`src/odc_params.svh`:
```
// Purpose: Named constants for the octal converter control core
// Assumes: Included by odc_core.sv and by the bench
// Notes:   Bit positions refer to the 16-bit serial control word
`ifndef ODC_PARAMS_SVH
`define ODC_PARAMS_SVH
// Serial word layout
`define ODC_LAST_BIT   4'hf
`define ODC_BIT_CTL    15
`define ODC_ADDR_HI    14
`define ODC_ADDR_LO    12
`define ODC_MODE_HI    14
`define ODC_MODE_LO    13
`define ODC_BIT_FULL   12
`define ODC_DATA_MSB   11
`define ODC_PD_HI      7
`define ODC_REF_HI     5
`define ODC_LD_HI      1
// Control modes
`define ODC_MODE_REF   2'h0
`define ODC_MODE_LD    2'h1
`define ODC_MODE_PD    2'h2
`define ODC_MODE_RST   2'h3
// Load modes
`define ODC_LD_TRANSP  2'h0
`define ODC_LD_LATCH   2'h1
`define ODC_LD_SINGLE  2'h2
`define ODC_LD_RSVD    2'h3
// Power-on values
`define ODC_PD_RESET   8'h00
`define ODC_REF_RESET  6'h00
`define ODC_CTRL_RESET 1'h1
// Register map (byte addresses; pages are address bits 7:5)
`define ODC_REG_CTRL   8'h00
`define ODC_REG_STAT   8'h04
`define ODC_PAGE_OUT   3'h1
`define ODC_PAGE_IN    3'h2
`endif

```
`src/odc_pkg.sv`:
```
// Purpose: Types shared by the converter control core
// Assumes: Constants come from odc_params.svh
// Notes:   Types only, no logic
package odc_pkg;
  // Reference and gain settings, one bit per channel group (EH, AD)
  typedef struct packed {
    logic [1:0] gain;
    logic [1:0] bufEn;
    logic [1:0] vddRef;
  } odc_refcfg_s;
  // Serial pins as sampled
  typedef struct packed {
    logic sclk;
    logic din;
    logic frame_n;
    logic load_n;
  } odc_pins_s;
  // Serial link states
  typedef enum {LK_IDLE, LK_SHIFT, LK_DONE} odc_link_e;
endpackage : odc_pkg

```
`src/odc_core.sv`:
```
// Purpose: Control core of an octal converter with a 3-wire serial link
// Assumes: Link pins are asynchronous to mclk and much slower than it
// Notes:   Wishbone slave gives visibility of codes and state
//
// Notes on behaviour
// [RQ1] Power-down word powers down flagged channels
// [RQ2] Reset with bit 12 low clears data
// [RQ3] Reset with bit 12 high clears everything
// [RQ4] Link active from frame fall to rise
// [RQ5] Host keeps load pin high for software
// [RQ6] Host leaves latched mode for pin updates
// [RQ7] Data and reference settings double buffered
// [RQ8] Outputs update after 16th edge if pin low
// [RQ9] Load pin low copies input registers out
// [RQ10] Complete word writes addressed input register
// [RQ11] Latched holds; transparent or pin low pass
// [RQ12] Host may update all with last write
// [RQ13] Only channels written since last update copy
// [RQ14] Host keeps frame low across byte pairs
// [RQ15] Host sends most significant bit first
// [RQ16] Host changes data on rising clock edge
// [RQ17] Host uses clock polarity 0, phase 1
// [RQ18] Frame rise before 16 edges aborts word
// [RQ19] Bit 15 selects data or control word
// [RQ20] Load codes transparent, latched, single, reserved
// [RQ21] Mode 00 sets gain, buffer, supply reference
// [RQ22] Reserved load code ignored entirely
// [RQ23] Pins synchronised before use
`timescale 1ns/1ps
`include "odc_params.svh"

module odc_core #(
  parameter int CODE_W = 12              // Converter resolution
) (
  // Clock and reset
  input  wire logic                          mclk,
  input  wire logic                          rst_b,
  // Serial link pins
  input  wire logic                          sclkPin,
  input  wire logic                          dinPin,
  input  wire logic                          frameSel_n,
  input  wire logic                          load_outputs_n,
  // Wishbone slave
  input  wire logic                          cyc_i,
  input  wire logic                          stb_i,
  input  wire logic                          we_i,
  input  wire logic [7:0]                    adr_i,
  input  wire logic [31:0]                   dat_i,
  input  wire logic [3:0]                    sel_i,
  output logic      [31:0]                   dat_o,
  output logic                               ack_o,
  // Converter side
  output logic      [7:0][CODE_W-1:0]        dacCode,
  output logic      [7:0]                    powerDown,
  output odc_pkg::odc_refcfg_s               refCfg,
  output logic                               linkActive
);
  import odc_pkg::*;

  // Refuse resolutions the word cannot carry
  if (CODE_W < 1 || CODE_W > 12)
  begin : g_chk
    $error("CODE_W must be 1 to 12");
  end

  // Control word with a given mode
  function automatic logic isMode(input logic [15:0] w,
                                  input logic [1:0]  m);
    isMode = w[`ODC_BIT_CTL] &&
             (w[`ODC_MODE_HI:`ODC_MODE_LO] == m);
  endfunction : isMode

  localparam odc_pins_s PIN_IDLE = '{sclk: 1'b0, din: 1'b0,
                                     frame_n: 1'b1, load_n: 1'b1};

  // Synchroniser stages; pinA is read only by pinB
  odc_pins_s pinA;                       // First stage
  odc_pins_s pinB;                       // Safe copy
  odc_pins_s pinC;                       // Previous, for edges
  logic      sclkFall;                   // Falling serial clock
  logic      frameLow;                   // Frame selected

  // Two flops per pin before any use
  always_ff @(posedge mclk)
  begin
    if (!rst_b)
    begin
      pinA <= PIN_IDLE;
      pinB <= PIN_IDLE;
      pinC <= PIN_IDLE;
    end
    else
    begin
      pinA <= '{sclkPin, dinPin, frameSel_n, load_outputs_n}; // RQ23
      pinB <= pinA;
      pinC <= pinB;
    end
  end

  assign sclkFall = pinC.sclk && !pinB.sclk;
  assign frameLow = !pinB.frame_n;

  // Link state
  odc_link_e   linkSt, next_linkSt;       // Framing state
  logic [3:0]  bitCnt, next_bitCnt;       // Edges seen in frame
  logic [14:0] shift, next_shift;         // Bits so far
  logic        rxValid, next_rxValid;     // Word complete pulse
  logic [15:0] rxWord, next_rxWord;       // Completed word
  logic        next_linkActive;           // Input stage on
  logic        linkEnable, next_linkEnable; // Software gate

  // Shift on falling edges, MSB first
  always_comb
  begin
    next_linkSt     = linkSt;
    next_bitCnt     = bitCnt;
    next_shift      = shift;
    next_rxValid    = 1'b0;
    next_rxWord     = rxWord;
    next_linkActive = linkActive;
    unique case (linkSt)
      LK_IDLE:
      begin
        // Disabled link ignores whole frames
        if (frameLow && linkEnable)
        begin
          next_linkSt     = LK_SHIFT;
          next_bitCnt     = 4'h0;
          next_linkActive = 1'b1;          // RQ4
        end
      end
      LK_SHIFT:
      begin
        if (!frameLow)
        begin
          // Short frame: word dropped, nothing written
          next_linkSt     = LK_IDLE;       // RQ18
          next_linkActive = 1'b0;          // RQ4
        end
        else if (sclkFall)
        begin
          next_shift  = {shift[13:0], pinB.din};
          next_bitCnt = bitCnt + 4'h1;
          if (bitCnt == `ODC_LAST_BIT)
          begin
            next_rxValid = 1'b1;           // RQ8
            next_rxWord  = {shift, pinB.din};
            next_linkSt  = LK_DONE;
          end
        end
      end
      LK_DONE:
      begin
        // Extra edges after the 16th are ignored
        if (!frameLow)
        begin
          next_linkSt     = LK_IDLE;
          next_linkActive = 1'b0;          // RQ4
        end
      end
    endcase
  end

  // Link registers
  always_ff @(posedge mclk)
  begin
    if (!rst_b)
    begin
      linkSt     <= LK_IDLE;
      bitCnt     <= 4'h0;
      shift      <= 15'h0000;
      rxValid    <= 1'b0;
      rxWord     <= 16'h0000;
      linkActive <= 1'b0;
    end
    else
    begin
      linkSt     <= next_linkSt;
      bitCnt     <= next_bitCnt;
      shift      <= next_shift;
      rxValid    <= next_rxValid;
      rxWord     <= next_rxWord;
      linkActive <= next_linkActive;
    end
  end

  // Converter state
  logic [7:0][CODE_W-1:0] inCode, next_inCode;   // Input registers
  logic [7:0][CODE_W-1:0] next_dacCode;          // Output registers
  logic [7:0]             dirty, next_dirty;     // Written, not loaded
  odc_refcfg_s            refStage, next_refStage; // Staged settings
  odc_refcfg_s            next_refCfg;
  logic [1:0]             ldMode, next_ldMode;   // Load mode
  logic [7:0]             next_powerDown;
  logic                   singleUpd, next_singleUpd; // One-shot load
  logic                   transparent;           // Outputs follow inputs
  logic [2:0]             chan;                  // Addressed channel

  assign transparent = (ldMode == `ODC_LD_TRANSP) ||
                       !pinB.load_n || singleUpd;      // RQ11
  assign chan = rxWord[`ODC_ADDR_HI:`ODC_ADDR_LO];

  // Command decode and double buffer transfer
  always_comb
  begin
    next_inCode    = inCode;
    next_dacCode   = dacCode;
    next_dirty     = dirty;
    next_refStage  = refStage;
    next_refCfg    = refCfg;
    next_ldMode    = ldMode;
    next_powerDown = powerDown;
    next_singleUpd = 1'b0;
    // Load event copies only channels written since last load
    if (transparent)
    begin
      for (int i = 0; i < 8; i++)
      begin
        if (dirty[i])
        begin
          next_dacCode[i] = inCode[i];       // RQ9 RQ13
          next_dirty[i]   = 1'b0;
        end
      end
      next_refCfg = refStage;                // RQ7
    end
    if (rxValid)
    begin
      if (!rxWord[`ODC_BIT_CTL])
      begin
        // Data word; a write in a load cycle stays dirty
        next_inCode[chan] =
          rxWord[`ODC_DATA_MSB -: CODE_W];   // RQ10 RQ19
        next_dirty[chan]  = 1'b1;
      end
      else if (isMode(rxWord, `ODC_MODE_REF))
        next_refStage = rxWord[`ODC_REF_HI:0]; // RQ21 RQ7
      else if (isMode(rxWord, `ODC_MODE_LD))
      begin
        // Reserved code changes nothing
        if (rxWord[`ODC_LD_HI:0] != `ODC_LD_RSVD) // RQ22
        begin
          next_ldMode    = rxWord[`ODC_LD_HI:0];  // RQ20
          next_singleUpd =
            (rxWord[`ODC_LD_HI:0] == `ODC_LD_SINGLE);
        end
      end
      else if (isMode(rxWord, `ODC_MODE_PD))
        next_powerDown = rxWord[`ODC_PD_HI:0];   // RQ1
      else
      begin
        // Reset commands win over any pending load
        next_inCode  = '0;                       // RQ2
        next_dacCode = '0;
        next_dirty   = 8'h00;
        if (rxWord[`ODC_BIT_FULL])
        begin
          next_refStage  = `ODC_REF_RESET;       // RQ3
          next_refCfg    = `ODC_REF_RESET;
          next_ldMode    = `ODC_LD_LATCH;
          next_powerDown = `ODC_PD_RESET;
        end
      end
    end
  end

  // Converter registers; power-on state is latched, all zero
  always_ff @(posedge mclk)
  begin
    if (!rst_b)
    begin
      inCode    <= '0;
      dacCode   <= '0;
      dirty     <= 8'h00;
      refStage  <= `ODC_REF_RESET;
      refCfg    <= `ODC_REF_RESET;
      ldMode    <= `ODC_LD_LATCH;
      powerDown <= `ODC_PD_RESET;
      singleUpd <= 1'b0;
    end
    else
    begin
      inCode    <= next_inCode;
      dacCode   <= next_dacCode;
      dirty     <= next_dirty;
      refStage  <= next_refStage;
      refCfg    <= next_refCfg;
      ldMode    <= next_ldMode;
      powerDown <= next_powerDown;
      singleUpd <= next_singleUpd;
    end
  end

  // Bus slave
  logic        next_ack;                 // Answer next cycle
  logic [31:0] next_dat;                 // Read data
  logic [31:0] readWord;                 // Decoded register

  // Read decode; unmapped reads return zero
  always_comb
  begin
    readWord = 32'h0000_0000;
    if (adr_i == `ODC_REG_CTRL)
      readWord = 32'(linkEnable);
    else if (adr_i == `ODC_REG_STAT)
      readWord = {7'h00, dirty, linkActive, refCfg, ldMode, powerDown};
    else if (adr_i[1:0] == 2'h0 && adr_i[7:5] == `ODC_PAGE_OUT)
      readWord = 32'(dacCode[adr_i[4:2]]);
    else if (adr_i[1:0] == 2'h0 && adr_i[7:5] == `ODC_PAGE_IN)
      readWord = 32'(inCode[adr_i[4:2]]);
  end

  // Ack one cycle after request; write lands on the ack edge
  always_comb
  begin
    next_ack        = cyc_i && stb_i && !ack_o;
    next_dat        = next_ack ? readWord : dat_o;
    next_linkEnable = linkEnable;
    if (ack_o && cyc_i && stb_i && we_i && sel_i[0] &&
        adr_i == `ODC_REG_CTRL)
      next_linkEnable = dat_i[0];
  end

  // Bus registers
  always_ff @(posedge mclk)
  begin
    if (!rst_b)
    begin
      ack_o      <= 1'b0;
      dat_o      <= 32'h0000_0000;
      linkEnable <= `ODC_CTRL_RESET;
    end
    else
    begin
      ack_o      <= next_ack;
      dat_o      <= next_dat;
      linkEnable <= next_linkEnable;
    end
  end

  // Checks
  pd_update_a: assert property (@(posedge mclk) disable iff (!rst_b) // RQ1
    rxValid && isMode(rxWord, `ODC_MODE_PD)
    |=> powerDown == $past(rxWord[`ODC_PD_HI:0]))
    else $error("power-down bits not taken");

  data_reset_a: assert property (@(posedge mclk) disable iff (!rst_b) // RQ2
    rxValid && isMode(rxWord, `ODC_MODE_RST)
    |=> dacCode == '0 && inCode == '0 && dirty == 8'h00)
    else $error("data reset incomplete");

  full_reset_a: assert property (@(posedge mclk) disable iff (!rst_b) // RQ3
    rxValid && isMode(rxWord, `ODC_MODE_RST) && rxWord[`ODC_BIT_FULL]
    |=> ldMode == `ODC_LD_LATCH && powerDown == 8'h00 && refCfg == '0)
    else $error("control reset incomplete");

  link_idle_a: assert property (@(posedge mclk) disable iff (!rst_b) // RQ4
    linkActive && !frameLow |=> !linkActive)
    else $error("input stage left on");

  latched_hold_a: assert property (@(posedge mclk) disable iff (!rst_b) // RQ11
    !transparent && !rxValid |=> $stable(dacCode))
    else $error("latched outputs moved");

  word_abort_a: assert property (@(posedge mclk) disable iff (!rst_b) // RQ18
    linkSt == LK_SHIFT && !frameLow |=> !rxValid ##1 !rxValid)
    else $error("short frame produced a word");

  chan_write_a: assert property (@(posedge mclk) disable iff (!rst_b) // RQ10
    rxValid && !rxWord[`ODC_BIT_CTL]
    |=> inCode[$past(chan)] == $past(rxWord[`ODC_DATA_MSB -: CODE_W])
        && dirty[$past(chan)])
    else $error("channel write lost");

  ld_reserved_a: assert property (@(posedge mclk) disable iff (!rst_b) // RQ22
    rxValid && isMode(rxWord, `ODC_MODE_LD) &&
    rxWord[`ODC_LD_HI:0] == `ODC_LD_RSVD
    |=> $stable(ldMode) && !singleUpd)
    else $error("reserved load code acted");

  pin_load_a: assert property (@(posedge mclk) disable iff (!rst_b) // RQ9
    !pinB.load_n && dirty[0] && !rxValid
    |=> dacCode[0] == $past(inCode[0]))
    else $error("load pin did not copy");

  clean_skip_a: assert property (@(posedge mclk) disable iff (!rst_b) // RQ13
    !dirty[1] && !rxValid |=> $stable(dacCode[1]))
    else $error("clean channel reloaded");

endmodule : odc_core

```
`config.mk`:
```
export PLATFORM = sky130hd
export DESIGN_NAME = odc_core
export DESIGN_NICKNAME = d
export VERILOG_FILES = /design/src/odc_pkg.sv /design/src/odc_core.sv
export VERILOG_INCLUDE_DIRS = /design/src
export SDC_FILE = /design/constraint.sdc
export NUM_CORES = 1
export LEC_CHECK = 0
export ABC_AREA = 0
export BUFFER_PORTS_ARGS = -buffer_cell sky130_fd_sc_hd__buf_2
export CAP_MARGIN = 20
export CORE_ASPECT_RATIO = 1.2
export CORE_MARGIN = 1
export CORE_UTILIZATION = 64
export CTS_BUF_LIST = sky130_fd_sc_hd__clkbuf_8
export DETAILED_ROUTE_END_ITERATION = 12
export PLACE_DENSITY = 0.88
export SLEW_MARGIN = 20
export SYNTH_ARGS = -nofsm -noshare
export SYNTH_HDL_FRONTEND = slang
export SYNTH_SLANG_ARGS = --single-unit
```
`constraint.sdc`:
```
create_clock -name mclk -period 3.8 [get_ports mclk]
set_input_delay 0.76 -clock mclk [delete_from_list [all_inputs] [get_ports mclk]]
set_output_delay 0.76 -clock mclk [all_outputs]
set_load 0.1 [all_outputs]
```
==> results.sh <==
export IMPL_p_switching_mw=1.46
export IMPL_r2r_cells=5
export IMPL_power_density_nw_per_um2=417
export IMPL_syn_area_sq_um=13100
export IMPL_min_to="pinA[1]"
export IMPL_synth_mux_area_frac=0.187
export IMPL_clock_fmax_mhz=368
export IMPL_power_leakage_nw=6.76
export IMPL_synth_xor_xnor_area_share=0.00133
export IMPL_setup_worst_path_start_class="register"
export IMPL_port_buffers=155
export IMPL_drv_slew=0
export IMPL_post_cts_buffers=0
export IMPL_final_instance_count_excl_fill=1824
export IMPL_hold_path_cell_count=2
export IMPL_dieArea_sq_um=21100
export IMPL_skew_ps=23.1
export IMPL_fin_area_sq_um=14800
export IMPL_ys_seq_area_frac=0.454
export IMPL_clock_latency_ps=560
export IMPL_syn_to_final_growth_pct=12.8
export IMPL_worstPathArrival_ps=3140
export IMPL_tightest_slew_ps=1130
export IMPL_crit_reg2reg_capture="dacCode[53]"
export IMPL_synthFlopType="dfxtp_1"
export IMPL_end_kind="register"
export IMPL_combPwrFrac=0.049
export IMPL_dieWidth_um=133
export IMPL_seqPwrFrac=0.509
export IMPL_avgViaCountPerCell=6.40
export IMPL_grt_first_pass_wirelength_um=60600
export IMPL_layout_drive_gt1_share=0.182
export IMPL_via_count=11700
export IMPL_clkSinkCount=298
export IMPL_htreeDepth=2
export IMPL_synth_top_family_by_area="simple AND/OR/NAND/NOR gates"
export IMPL_r2r_slack_ps=1080
export IMPL_critPathMaxFanout=79
export IMPL_synth_cells=1413
export IMPL_synth_simple_area_share=0.188
export IMPL_num_rows=57
export IMPL_grt_max_degree=80
export IMPL_reg2reg_from="rxWord[15]"
export IMPL_setup_tns_ps=0
export IMPL_finalCritPeriodShare=0.715
export IMPL_hold_viol_final=0
export IMPL_cts_made_buffers=46
export IMPL_grt_pass1_vias=11200
export IMPL_grt_ovfl_total=0
export IMPL_synth_edff_count=0
export IMPL_fp_dieH_um=159
export IMPL_wl_per_cell_um=21.6
export IMPL_max_cap_violations=0
export IMPL_cts_tree="done"
export IMPL_dpl_cell_area_sq_um=13900
export IMPL_critical_path_class="reg -> reg"
export IMPL_dr_pass1_iters=6
export IMPL_synth_compound_area_frac=0.112
export IMPL_gp_congestion=0.966
export IMPL_p_int_mw=4.72
export IMPL_synth_adder_area_share=0.00381
export IMPL_status="completed"
export IMPL_ys_ff_latch=298
export IMPL_drc_errors=0
export IMPL_ir_drop_mv=0.434
export IMPL_grtUsageTotal=0.368
export IMPL_dp_final_hpwl_um=25000
export IMPL_post_route_min_period_ps=2720
export IMPL_final_nets=1584
export IMPL_yosys_warnings=0
export IMPL_rsz0062_at_grt="false"
export IMPL_antenna_found_initial=0
export IMPL_synth_cell_types=56
export IMPL_p_sw_frac=0.236
export IMPL_slew_headroom=0.242
export IMPL_drtIter0Drc=1491
export IMPL_setup_violations_final=0
export IMPL_clockPowerShare=0.442
export IMPL_start_util=0.651
export IMPL_place_inst=1744
export IMPL_post_cts_resized=0
export IMPL_hp_class="in -> reg"
export IMPL_cts_clk_slew_worst_paths_ps=60
export IMPL_async_reset_ff_frac=0
export IMPL_cp_data_required_time_ps=4220
export IMPL_hp_start="frameSel_n"
export IMPL_clock_path_buffers=3
export IMPL_ios=197
export IMPL_ctsRootBufferMaster="clkbuf_8"
export IMPL_antenna_left=0
export IMPL_wl_um=39500
export IMPL_core_sq_um=20200
export IMPL_ctsHoldBuffers=0
export IMPL_avgSynthCellArea_sq_um=9.30
final cells by class:
type                       instances  area (sq um)
antenna                            1          2.50
clock buffer                      62           853
clock inverter                    17          95.1
fill                            1334          5360
inverter                           7          28.8
multi-input combinational        987          6510
sequential                       298          5970
tap                              265           332
timing repair buffer             187          1040
power by group through the flow:
stage               Clock (mW)  Combinational, mW  Sequential (mW)
finish                    2.74              0.303             3.14
global route              2.88              0.315             3.14
CTS                       2.74              0.292             3.14
detailed placement           0              0.290             3.21
global placement             0              0.283             3.21
floorplan                    0              0.211             3.23
state kept, by name, indices dropped and copies added (netlist names), 6 cells and up:
name       flops
dacCode       96
inCode        96
dat_o         25
rxWord        16
shift         15
dirty          8
powerDown      8
refCfg         6
refStage       6
cell usage in the layout (no fill, tap or decap), drive strengths merged, types with 54 or more instances in the layout:
| cell | instances |
|---|---|
| and2 | 65 |
| nor2 | 173 |
| nand2 | 156 |
| a21oi | 102 |
| mux2i | 196 |
| dfxtp | 298 |
| buf | 187 |
| a22oi | 54 |
| clkbuf | 62 |
metal layers:
layer  wire [um]  global-route usage  up-vias  share of wire
met5           0                   0        -              0
met2       18000               0.581      809           0.46
met4        2800               0.249        0          0.071
met3        4310              0.0930      203           0.11
li1            -                   -     5146              -
met1       14300               0.442     5524           0.36
Yosys cell counts (10+ instances only):
library cell  count  area (sq um)
nand3b_1         38           285
nor2_1          172           646
a211oi_1         12          90.1
nand4_1          13          81.3
o21ai_0          30           150
a21oi_1         102           510
mux2i_1         196          1960
dfxtp_1         298          5970
mux4_2           11           248
nand2_1         156           586
buf_2            40           200
buf_4            16           120
and2_1           63           394
clkbuf_1         58           218
a22oi_1          54           405
a31oi_1          10          62.6
nand3_1          33           165
worst max-delay path, cell delays in order, from the launching register on:
cell     delay (ps)
dfxtp_1        1070
nand4_1         210
buf_4           460
nand2_2         180
buf_4           480
nor2_1          130
through the flow:
stage	power (mW)	utilization	setup slack [ps]	hold slack [ps]
global placement	3.50	0.687	942	391
detailed placement	3.50	0.687	890	393
CTS	6.18	0.734	1230	375
finish	6.18	0.735	1080	382
floorplan	3.44	-	1650	386
global route	6.33	0.734	977	387
cell families (layout without fill, tap and decap cells):
logic type / count (synthesis) / in the layout
compound gates: 241 / 241
xor+xnor: 2 / 2
fa+ha+maj: 4 / 4
buf+inv: 134 / 273
flops: 298 / 298
mux: 221 / 221
other cells: 1 / 8
simple gates: 512 / 512
worst max-delay path by stage:
stage | from | end | cells after the start
after floorplan | ack_o | dat_o[10] | 5
after detailed placement | adr_i[3] | dat_o[6] | 6
final | rxWord[15] | dacCode[53] | 5
after global placement | adr_i[3] | dat_o[6] | 6
after global routing | rxWord[15] | dacCode[95] | 5
after CTS | rxWord[15] | dacCode[50] | 5
Note: power is estimated with default switching activity, not from simulation.
